File: src/vpi_pkg.sv
// Constants for the vectored priority interrupt unit.
// Assumes a CPU core that holds the global disable flag copy and fetches vectors.
// Function
// - Fifteen request sources, each serviced through its own vector address.
// - Simultaneous pending requests: highest fixed priority granted, others stay pending.
// - Per-source enable bits and a global disable flag gate all maskable sources.
// - Reset is non-maskable; vector high byte FFFD, low byte FFFC.
// - First external pin interrupt on selectable edge; vector FFFB / FFFA.
// - SCL or SDA edge raises interrupt on selectable edge; vector FFF9 / FFF8.
// - Written request bits take effect only after one more instruction.
// - Global disable flag is 1 after reset.
package vpi_pkg;
	localparam int NSRC = 15;
	// Source 0 is reset; vector low byte address = TOP - 2*index
	localparam logic [15:0] VEC_TOP_LO = 16'hfffc;
	localparam logic [15:0] VEC_STEP = 16'h0002;
	localparam int SRC_PIN = 1;
	localparam int SRC_BUS = 2;
	localparam logic GDIS_RST = 1'h1;
	localparam logic [14:0] REQ_RST = 15'h0000;
	localparam logic [14:0] EN_RST = 15'h0000;
endpackage

File: src/vpi_unit.sv
// Vectored interrupt unit: request latching, masking and fixed priority grant.
// Assumes all inputs synchronous to clk_i; CPU pulses instr_done_i per instruction.
`timescale 1ns/1ps
module vpi_unit #(
	parameter int NSRC = vpi_pkg::NSRC
) (
	input wire logic clk_i,
	input wire logic rst_n_i,
	input wire logic [14:0] src_lvl_i,
	input wire logic [14:0] en_i,
	input wire logic pin_lvl_i,
	input wire logic pin_rise_sel_i,
	input wire logic scl_i,
	input wire logic sda_i,
	input wire logic bus_rise_sel_i,
	input wire logic gdis_set_i,
	input wire logic gdis_clr_i,
	input wire logic req_wr_i,
	input wire logic [14:0] req_wdata_i,
	input wire logic instr_done_i,
	input wire logic ack_i,
	output logic irq_o,
	output logic [3:0] src_o,
	output logic [15:0] vec_lo_o,
	output logic [15:0] vec_hi_o,
	output logic [14:0] req_o,
	output logic gdis_o
);
	initial begin
		if (NSRC != 15) $error("vpi_unit serves exactly 15 sources");
	end

	////////////////////////////////////////////////////////////////////////
	typedef struct packed {
		logic [1:0] rs;
		logic [14:0] req;
		logic [14:0] pend_wr;
		logic wr_wait;
		logic gdis;
		logic pin_d;
		logic scl_d;
		logic sda_d;
		logic [14:0] src_d;
		logic irq;
		logic [3:0] src;
		logic [15:0] vlo;
		logic [15:0] vhi;
	} vpi_state_t;

	vpi_state_t st_r;
	vpi_state_t st_nxt;
	logic rst_n;
	assign rst_n = st_r.rs[1];

	////////////////////////////////////////////////////////////////////////
	logic [14:0] edge_ev;
	logic [14:0] elig;
	logic pin_rise, pin_fall, scl_e, sda_e;
	logic [3:0] win;
	logic found;

	always_comb begin
		pin_rise = pin_lvl_i & ~st_r.pin_d;
		pin_fall = ~pin_lvl_i & st_r.pin_d;
		scl_e = bus_rise_sel_i ? (scl_i & ~st_r.scl_d) : (~scl_i & st_r.scl_d);
		sda_e = bus_rise_sel_i ? (sda_i & ~st_r.sda_d) : (~sda_i & st_r.sda_d);
		edge_ev = src_lvl_i & ~st_r.src_d;
		edge_ev[0] = 1'b0;
		edge_ev[vpi_pkg::SRC_PIN] = pin_rise_sel_i ? pin_rise : pin_fall;
		edge_ev[vpi_pkg::SRC_BUS] = scl_e | sda_e;
		elig = st_r.req & en_i & {15{~st_r.gdis}};
		win = 4'h0;
		found = 1'b0;
		for (int i = NSRC - 1; i >= 1; i--) begin
			if (elig[i]) begin
				win = 4'(i);
				found = 1'b1;
			end
		end
	end

	always_comb begin
		st_nxt = st_r;
		st_nxt.rs = {st_r.rs[0], 1'b1};
		st_nxt.pin_d = pin_lvl_i;
		st_nxt.scl_d = scl_i;
		st_nxt.sda_d = sda_i;
		st_nxt.src_d = src_lvl_i;
		if (gdis_clr_i) st_nxt.gdis = 1'b0;
		if (gdis_set_i) st_nxt.gdis = 1'b1;
		// Software write lands one instruction later
		if (st_r.wr_wait && instr_done_i) begin
			st_nxt.req = st_r.pend_wr;
			st_nxt.wr_wait = 1'b0;
		end
		if (req_wr_i) begin
			st_nxt.pend_wr = req_wdata_i;
			st_nxt.wr_wait = 1'b1;
		end
		// Acknowledge clears granted bit and sets the global disable flag gdis
		if (ack_i && st_r.irq) begin
			st_nxt.req[st_r.src] = 1'b0;
			st_nxt.gdis = 1'b1;
		end
		// Set beats clear
		st_nxt.req = st_nxt.req | edge_ev;
		st_nxt.irq = found & ~(ack_i & st_r.irq);
		st_nxt.src = win;
		st_nxt.vlo = vpi_pkg::VEC_TOP_LO - 16'(win) * vpi_pkg::VEC_STEP;
		st_nxt.vhi = st_nxt.vlo + 16'h0001;
	end

	////////////////////////////////////////////////////////////////////////
	always_ff @(posedge clk_i or negedge rst_n_i) begin
		if (!rst_n_i) begin
			st_r <= '0;
			st_r.gdis <= vpi_pkg::GDIS_RST;
			st_r.vlo <= vpi_pkg::VEC_TOP_LO;
			st_r.vhi <= vpi_pkg::VEC_TOP_LO + 16'h0001;
		end else if (!rst_n) begin
			st_r <= '0;
			st_r.rs <= {st_r.rs[0], 1'b1};
			st_r.gdis <= vpi_pkg::GDIS_RST;
			st_r.vlo <= vpi_pkg::VEC_TOP_LO;
			st_r.vhi <= vpi_pkg::VEC_TOP_LO + 16'h0001;
		end else begin
			st_r <= st_nxt;
		end
	end

	assign irq_o = st_r.irq;
	assign src_o = st_r.src;
	assign vec_lo_o = st_r.vlo;
	assign vec_hi_o = st_r.vhi;
	assign req_o = st_r.req;
	assign gdis_o = st_r.gdis;
endmodule

File: config.mk
export PLATFORM = sky130hd
export DESIGN_NAME = vpi_unit
export DESIGN_NICKNAME = d
export VERILOG_FILES = /design/src/vpi_pkg.sv /design/src/vpi_unit.sv
export SDC_FILE = /design/constraint.sdc
export NUM_CORES = 1
export LEC_CHECK = 0
export BUFFER_PORTS_ARGS = -buffer_cell sky130_fd_sc_hd__buf_4
export CORE_MARGIN = 2
export CORE_UTILIZATION = 43
export DETAILED_ROUTE_END_ITERATION = 7
export PLACE_DENSITY = 0.7
export SETUP_SLACK_MARGIN = 0.4
export SLEW_MARGIN = 25
export SYNTH_ARGS = -nofsm -noshare
export SYNTH_HDL_FRONTEND = slang
export SYNTH_SLANG_ARGS = --single-unit
export TNS_END_PERCENT = 5
File: constraint.sdc
create_clock -name clk_i -period 2.4 [get_ports clk_i]
set_input_delay 0.12 -clock clk_i [delete_from_list [all_inputs] [get_ports clk_i]]
set_output_delay 0.12 -clock clk_i [all_outputs]
set_load 0.01 [all_outputs]
== Word-level counts from Yosys, hierarchy flattened ==
Cells that the tools add are included.

* Register bits: 89
* Bits in latches: 0
* Bits in writable memories: 0
* Memory bits (read-only): 0
* Bits of input ports: 57
* Output and inout bits: 53
* Logic and storage cells: 88
* Memories: 0

* $add $sub $neg: 2
* $mul: 0
* Div/mod/pow operators: 0
* Order comparisons: 2
* Eq/ne operators: 3
* Shift-type cells: 0
* Mux-type cells: 41
* Bitwise operators: 24
* Reductions and logical operators: 3

{| class="wikitable"
|+ Operators with widths
! operator !! count
|-
| 87-bit two-way mux || 1
|-
| 15-bit bitwise AND || 4
|-
| 4-bit two-way mux || 14
|-
| 15-bit two-way mux || 2
|-
| 15-bit NOT || 2
|-
| 1-bit two-way mux || 22
|-
| 16-bit two-way mux || 1
|-
| 15-bit bitwise OR || 1
|-
| 7-bit by 2-bit adder with 8-bit output, second input constant || 1
|-
| 1-bit bitwise AND || 8
|-
| 1-bit NOT || 8
|-
| 3-bit by 6-bit subtractor with 7-bit output, first input constant || 1
|-
| 4-bit by 5-bit less-than comparator with 1-bit output, second input constant || 1
|-
| 1-bit demux with 4-bit select || 1
|-
| 4-bit by 1-bit >= comparator with 1-bit output, second input constant || 1
|-
| 4-bit by 3-bit != test with 1-bit output, second input constant || 1
|-
| 1-bit logical AND || 3
|-
| 3-bit by 2-bit != test with 1-bit output, second input constant || 1
|-
| 2-bit != test, second input constant || 1
|-
| 1-bit bitwise OR || 1
|}

== Logic depth before layout (Yosys ltp) ==
Gate-level depths: netlist of run 1.

* Depth in word-level cells: 19
* Mapped depth: 8
* Mapped depth without buffers: 8

== Worst setup path after synthesis of run 1 ==
Ideal clock, no wire load.

* Kind: flip-flop to flip-flop
* From: register st_r (netlist bit gdis_o)
* To: register st_r (netlist bit vec_lo_o[3])
* Library setup time: 0.091 ns
* Data arrival time: 1.466 ns
* Data required time: 2.309 ns
* Setup slack: 0.843 ns
* Stages on the path, launching flop included: 9
* Path buffers: 0
* Period minus slack after synthesis: 1.557 ns
* Cell sequence: dfstp_2 -> a21oi_4 -> o21ai_2 -> a211oi_2 -> a211oi_2 -> inv_1 -> ha_1 -> xnor2_1 -> nand2_1

* Word-level cells in the longest chain between the ends: 18

{| class="wikitable"
|+ RTL lines
! what !! line !! RTL
|-
| start, declared || vpi_unit.sv:50 || <nowiki>vpi_state_t st_r;</nowiki>
|-
| start signal, assigned || vpi_unit.sv:127 || <nowiki>st_r <= st_nxt;</nowiki>
|-
| 1-bit NOT (*) || vpi_unit.sv:71 || <nowiki>elig = st_r.req & en_i & {15{~st_r.gdis}};</nowiki>
|-
| 15-bit bitwise AND (*) || vpi_unit.sv:71 ||
|-
| 4-bit two-way mux (13 in a row) || vpi_unit.sv:75 || <nowiki>if (elig[i]) begin</nowiki>
|-
| 4-bit two-way mux (*) || vpi_unit.sv:75 ||
|-
| 3-bit by 6-bit subtractor with 7-bit output (*) || vpi_unit.sv:109 || <nowiki>st_nxt.vlo = vpi_pkg::VEC_TOP_LO - 16'(win) * vpi_pkg::VEC_STEP;</nowiki>
|-
| 87-bit two-way mux (*) || vpi_unit.sv:120 || <nowiki>end else if (!rst_n) begin</nowiki>
|}

Mark *: on every way between the ends. The rest lies on a longest branch, timed or not.
A chain may end at the register's enable or synchronous reset.

== Worst setup path in the final report of run 1 ==
Ends and elaborated chain as after synthesis.

==> results of run 1 <==
## final cells by class
type | count | area [µm²] | share of cell area, %
Clock buffer | 11 | 151 | 3.82
Clock inverter | 3 | 40.0 | 1.01
Inverter | 7 | 26.3 | 0.663
Multi-Input combinational cell | 199 | 1340 | 33.9
Sequential cell | 58 | 1460 | 36.8
Tap cell | 99 | 124 | 3.13
Timing Repair Buffer | 103 | 818 | 20.7
## power groups by stage
| stage | Combinational (mW) | Sequential [mW] | Clock, mW |
|---|---|---|---|
| after floorplan | 0.270 | 1.09 | 0 |
| after global placement | 0.360 | 1.11 | 0 |
| after detailed placement | 0.365 | 1.11 | 0 |
| after CTS | 0.390 | 1.10 | 0.906 |
| after global routing | 0.424 | 1.10 | 0.960 |
| final | 0.386 | 1.09 | 0.889 |
## final timing paths
check | from | endpoint | slack [ps] | depth (start not counted)
worst max-delay path | gdis_o$_DFFE_PN1P_ | vec_lo_o[3]$_DFF_PN1_ | 540 | 6
worst min-delay path | req_wdata_i[6] | st_r[63]$_DFFE_PN0P_ | 40 | 3
worst max register to register | gdis_o$_DFFE_PN1P_ | vec_lo_o[3]$_DFF_PN1_ | 540 | 6
worst min register to register | st_nxt[88]$_DFF_PN0_ | rst_n$_DFF_PN0_ | 350 | 0
max in group asynchronous | rst_n_i | irq_o$_DFF_PN0_ | 1550 | 2
min in group asynchronous | rst_n_i | st_r[46]$_DFF_PN0_ | 390 | 2
## logic make-up after synthesis
kind of cell | Yosys count | share of synthesized area [%]
adder cells (fa/ha/maj) | 1 | 0.392
buffers and inverters | 68 | 14.7
other | 2 | 0.235
XOR/XNOR | 1 | 0.274
AO/OA/AOI/OAI | 62 | 14.7
flip-flops | 58 | 45.7
multiplexers | 29 | 9.09
AND/OR/NAND/NOR | 83 | 15.0
## flip-flops by register name, indices dropped and copies added, names as in the netlist
signal and count:
rst_n 1, st_nxt 1, req_o 15, st_r 31, irq_o 1, gdis_o 1, vec_lo_o 4, src_o 4
## per-layer routing
layer	track usage (%)	routed length [µm]	vias up
met3	5.87	505	13
met1	22.5	3110	1108
met5	0	0	-
met2	29.8	3310	91
li1	-	-	1113
met4	8.33	136	0
## worst max-delay path: cells and delay by family (launching register included)
family	cells	cell delay, ps
AO/OA/AOI/OAI	1	240
adder cells (fa/ha/maj)	1	220
buffers and inverters	1	80
AND/OR/NAND/NOR	2	350
XOR/XNOR	1	150
flip-flops	1	720
## what timing repair did
action,4_1_cts,5_1_grt
endpoints found under the hold margin,69,0
hold buffers,18,0
gates resized for setup,0,0
## per-stage QoR
stage	std cells	utilization [%]	total power, mW
after floorplan	325	-	1.36
after global placement	448	49.8	1.47
after detailed placement	448	49.8	1.48
after CTS	480	54.9	2.39
after global routing	480	54.9	2.49
final	480	54.9	2.37
## cell usage in the layout, fill, tap and decap left out, types with 2 or more instances in the layout
master          n
buf_4          85
dfrtp_1        53
nor2b_1        31
mux2i_1        29
conb_1         23
a21oi_1        18
and2_1         18
dlygate4sd3_1  18
nand2_1        14
o21a_1         14
clkbuf_8       11
nor2_1          6
a31oi_1         6
inv_1           6
dfstp_2         5
nor3b_1         4
nor3_1          4
a22o_1          3
and3b_1         2
o211ai_1        2
a22oi_1         2
o21ai_0         2
a211oi_2        2
clkinv_2        2
==> key figures, run 1 <==
Critical path
  – CP Max Fanout: 13
  – WP data arrival: 2100 ps
  – CP Cell Sequence: and3b_1 -> a211oi_2 -> inv_1 -> ha_1 -> xnor2_1 -> nand2_1
  – Worst path max stage delay: 720 ps
  – CP Class: reg -> reg
  – Critical path required time: 2640 ps
  – Setup crit end kind: flop
  – CP max-delay cell: dfstp_2
  – Crit start category: flop

Global routing
  – Initial antenna violation count: 0
  – Number of global-route vias before repair: 2390
  – Pin count of the biggest net entering global routing: 59
  – Total congestion overflow: 0
  – First-pass GRT wire length: 11700 µm
  – GRT Util Overall: 18.4%

Clock tree
  – Inserted Clock Buffers: 9
  – Reg clk slew, reported paths: 60 ps
  – Root buf cell: clkbuf_8
  – CTS Sinks: 58
  – CTS tree: done
  – Worst skew pair latency: 340 ps
  – Max clock buf depth: 2
  – Setup bufs post-CTS: 0
  – H-tree depth: 3

Timing
  – RSZ-0062 raised after global routing: false
  – Rel. slew slack: 51.3%
  – Setup slack after layout: 540 ps
  – Final setup fails: 0
  – Tcrit/Tclk final: 77.5%
  – Final Skew: 6.81 ps
  – Worst slew pin tran: 729 ps
  – Fmax: 538 MHz
  – Min Tclk post-route: 1860 ps
  – Hold Slack: 44.3 ps
  – Slew Limit Fails: 0
  – Final hold viol count: 0
  – Final setup TNS: 0 ps

Logic synthesis
  – Post-synth EDFFs: 0
  – Mean Syn Cell Area: 10.5 µm²
  – Flops & latches, synth: 58
  – Yosys warning count: 0
  – Seq/Total Area, Yosys: 45.7%
  – Syn Inst Count: 304
  – Fraction of registers with async set/reset: 100%
  – Synth top cells by count: dfrtp_1, buf_4, nor2b_1, mux2i_1
  – Top cells by area, synth: dfrtp_1, buf_4, mux2i_1
  – Unique masters post-synth: 45
  – Top-count cell post-synth: dfrtp_1
  – Netlist Area Pre-Place: 0.00319 mm²
  – Predominant post-synthesis flop cell: dfrtp_1
  – Yosys top cell by area: dfrtp_1
  – Top-area cell type share of the netlist area: 41.5%

Power and ir drop
  – Clock power frac: 37.5%
  – Part of the power in registers: 46.2%
  – P_int: 1.76 mW
  – P per Cell Area: 598 mW/mm²
  – Switch share: 25.6%
  – Worst VDD drop: 377 µV
  – Combinational Power Share: 16.3%
  – Static Leak: 1.96 nW
  – Psw: 0.606 mW

Finish
  – Final #Nets: 436
  – Fraction of layout cells with a size suffix above 1: 29.9%
  – Area Growth Syn to Fin: 24.1%
  – Post-Layout Inst Area: 0.00396 mm²
  – FILL cells: 708
  – Final antenna diode count: 0

Min path
  – Hold WC Path Type: in -> reg

Die
  – Die span in x: 90.2 µm
  – Core area: 0.00721 mm²
  – Cell Rows: 31
  – I/O pins: 110
  – Die height: 90.2 µm
  – Die area: 0.00813 mm²
  – Initial Utilization: 44.3%

Placed design
  – HPWL Detailed: 5040 µm
  – Port bufs: 83
  – Routability Congestion: 0.846
  – Cell Area, Placed: 0.00359 mm²
  – DP Worst Slack: 574 ps

Run status
  – Status: completed

Drt
  – Average vias per placed instance: 4.84
  – Drt wl/cell: 14.7 µm
  – Vias: 2325
  – Post-DRT Antenna Nets: 0
  – TritonRoute pass-1 iters: 4
  – Initial DRC Count: 105
  – Routed WL: 7060 µm
  – Drc violations: 0

Run
  – Maxcap violations: 0
(Power assumes the default switching activity.)
==> inputs of run 2 (changes only) <==
==> constraint.sdc (replaced) <==
create_clock -name clk_i -period 1.9 [get_ports clk_i]
set_input_delay 0.095 -clock clk_i [delete_from_list [all_inputs] [get_ports clk_i]]
set_output_delay 0.095 -clock clk_i [all_outputs]
set_load 0.01 [all_outputs]
==> key figures, run 2 (synthesized netlist as in run 1, its figures left out) <==
Run status
  – Status: completed

Clock tree
  – Max clock buf depth: 2
  – CTS Sinks: 58
  – Root buf cell: clkbuf_8
  – CTS tree: done
  – H-tree depth: 3
  – Reg clk slew, reported paths: 70 ps
  – Worst skew pair latency: 340 ps
  – Inserted Clock Buffers: 9

Finish
  – Reg with most FFs: st_r
  – Final cell utilization of the core: 56.3%
  – FILL cells: 674
  – Area Growth Syn to Fin: 27.2%
  – Footprint of the multi-input gates: 0.00137 mm²
  – Max reg flops: 31
  – Final antenna diode count: 0
  – Final #Nets: 445
  – Commonest non-fill, non-tap cell in the layout: buf_4
  – Most frequent cells in the layout: buf_4, dfrtp_1, nor2b_1
  – Fraction of layout cells with a size suffix above 1: 32.7%
  – FF+latch area: 0.00146 mm²
  – Post-Layout Inst Area: 0.00406 mm²

Critical path
  – Worst path max stage delay: 420 ps
  – Setup crit end kind: flop
  – CP Max Fanout: 5
  – CP max-delay cell: dfrtp_1
  – Crit start category: flop
  – CP Class: reg -> reg
  – Critical path required time: 2140 ps
  – CP Cell Sequence: and2_4 -> o21ai_4 -> a211oi_2 -> a211oi_2 -> inv_1 -> ha_2 -> xnor2_2 -> nand2_1
  – Most used cell along the critical path: a211oi_2
  – WP data arrival: 1930 ps

Drt
  – Post-DRT Antenna Nets: 0
  – Routed WL: 7010 µm
  – Average vias per placed instance: 4.77
  – Drt wl/cell: 14.3 µm
  – Vias: 2339
  – TritonRoute pass-1 iters: 4
  – Initial DRC Count: 73
  – Drc violations: 0

Global routing
  – Initial antenna violation count: 0
  – GRT Util Overall: 18.0%
  – First-pass GRT wire length: 11300 µm
  – Number of global-route vias before repair: 2266
  – Total congestion overflow: 0
  – Pin count of the biggest net entering global routing: 59

Placed design
  – DP Worst Slack: 222 ps
  – HPWL Detailed: 5110 µm
  – Routability Congestion: 0.827
  – Cell Area, Placed: 0.00367 mm²
  – Port bufs: 83

Power and ir drop
  – Total power: 2.89 mW
  – P per Cell Area: 712 mW/mm²
  – Static Leak: 2.02 nW
  – Worst VDD drop: 467 µV

Run
  – Maxcap violations: 0

Timing
  – Slew Limit Fails: 0
  – Final Skew: 10.3 ps
  – Worst slew pin tran: 715 ps
  – Final setup TNS: 0 ps
  – Fmax: 594 MHz
  – Final hold viol count: 0
  – Tcrit/Tclk final: 88.6%
  – Min Tclk post-route: 1680 ps
  – RSZ-0062 raised after global routing: true
  – Setup slack after layout: 216 ps
  – Rel. slew slack: 52.3%
  – Final setup fails: 0

Min path
  – Hold WC Path Type: in -> reg

Die
  – Die height: 90.2 µm
  – Initial Utilization: 44.3%
  – Die area: 0.00813 mm²
  – Die span in x: 90.2 µm
  – I/O pins: 110
  – Cell Rows: 31
  – Core area: 0.00721 mm²
[run 2: where the power goes]
| group | leakage (nW) | switching, mW | internal (mW) |
|---|---|---|---|
| Clock | 0.0920 | 0.468 | 0.530 |
| Combinational | 1.18 | 0.239 | 0.276 |
| Sequential | 0.743 | 0.0649 | 1.31 |
| Total | 2.02 | 0.772 | 2.12 |
[run 2: what timing repair did]
item	in CTS	in global routing
hold buffers	18	0
setup buffers	2	0
endpoints found under the setup margin	5	6
gates resized for setup	0	4
pin swaps	1	2
hold endpoints to repair	69	0
[run 2: final timing paths]
path / start / end / slack, ps / cells after the start
setup reg to reg: req_o[3]$_DFF_PN0_ / vec_lo_o[3]$_DFF_PN1_ / 220 / 8
hold / removal: req_wdata_i[6] / st_r[63]$_DFFE_PN0P_ / 20 / 3
hold reg to reg: st_nxt[88]$_DFF_PN0_ / rst_n$_DFF_PN0_ / 340 / 0
setup / recovery: req_o[3]$_DFF_PN0_ / vec_lo_o[3]$_DFF_PN1_ / 220 / 8
max in group asynchronous: rst_n_i / src_o[1]$_DFF_PN0_ / 1070 / 2
min in group asynchronous: rst_n_i / req_o[4]$_DFF_PN0_ / 360 / 2
[run 2: area by class of cell]
| cell class | instances | area share, % |
|---|---|---|
| clock inverters | 3 | 0.370 |
| well taps | 99 | 3.05 |
| clock buffers | 12 | 3.82 |
| repair buffers | 112 | 22.4 |
| inverters | 7 | 0.709 |
| flip-flops and latches | 58 | 35.9 |
| multi-input cells | 199 | 33.7 |
[run 2: per-stage QoR]
step	hold WS, ps	std cells
final	19.6	490
after global routing	19.5	490
after CTS	10.3	490
after detailed placement	205	455
after global placement	197	455
after floorplan	-201	325
[run 2: worst max-delay path: cells and delay by family (launching register included)]
family	cells	cell delay (ps)
fa+ha+maj	1	200
flops	1	420
compound gates	3	540
simple gates	2	230
buf+inv	1	80
xor+xnor	1	110
[run 2: metal layers]
layer	part of all wire (%)	GRT usage (%)
met2	49	28.8
met5	0	0
met3	6.3	5.20
met4	2.1	8.21
met1	43	22.6
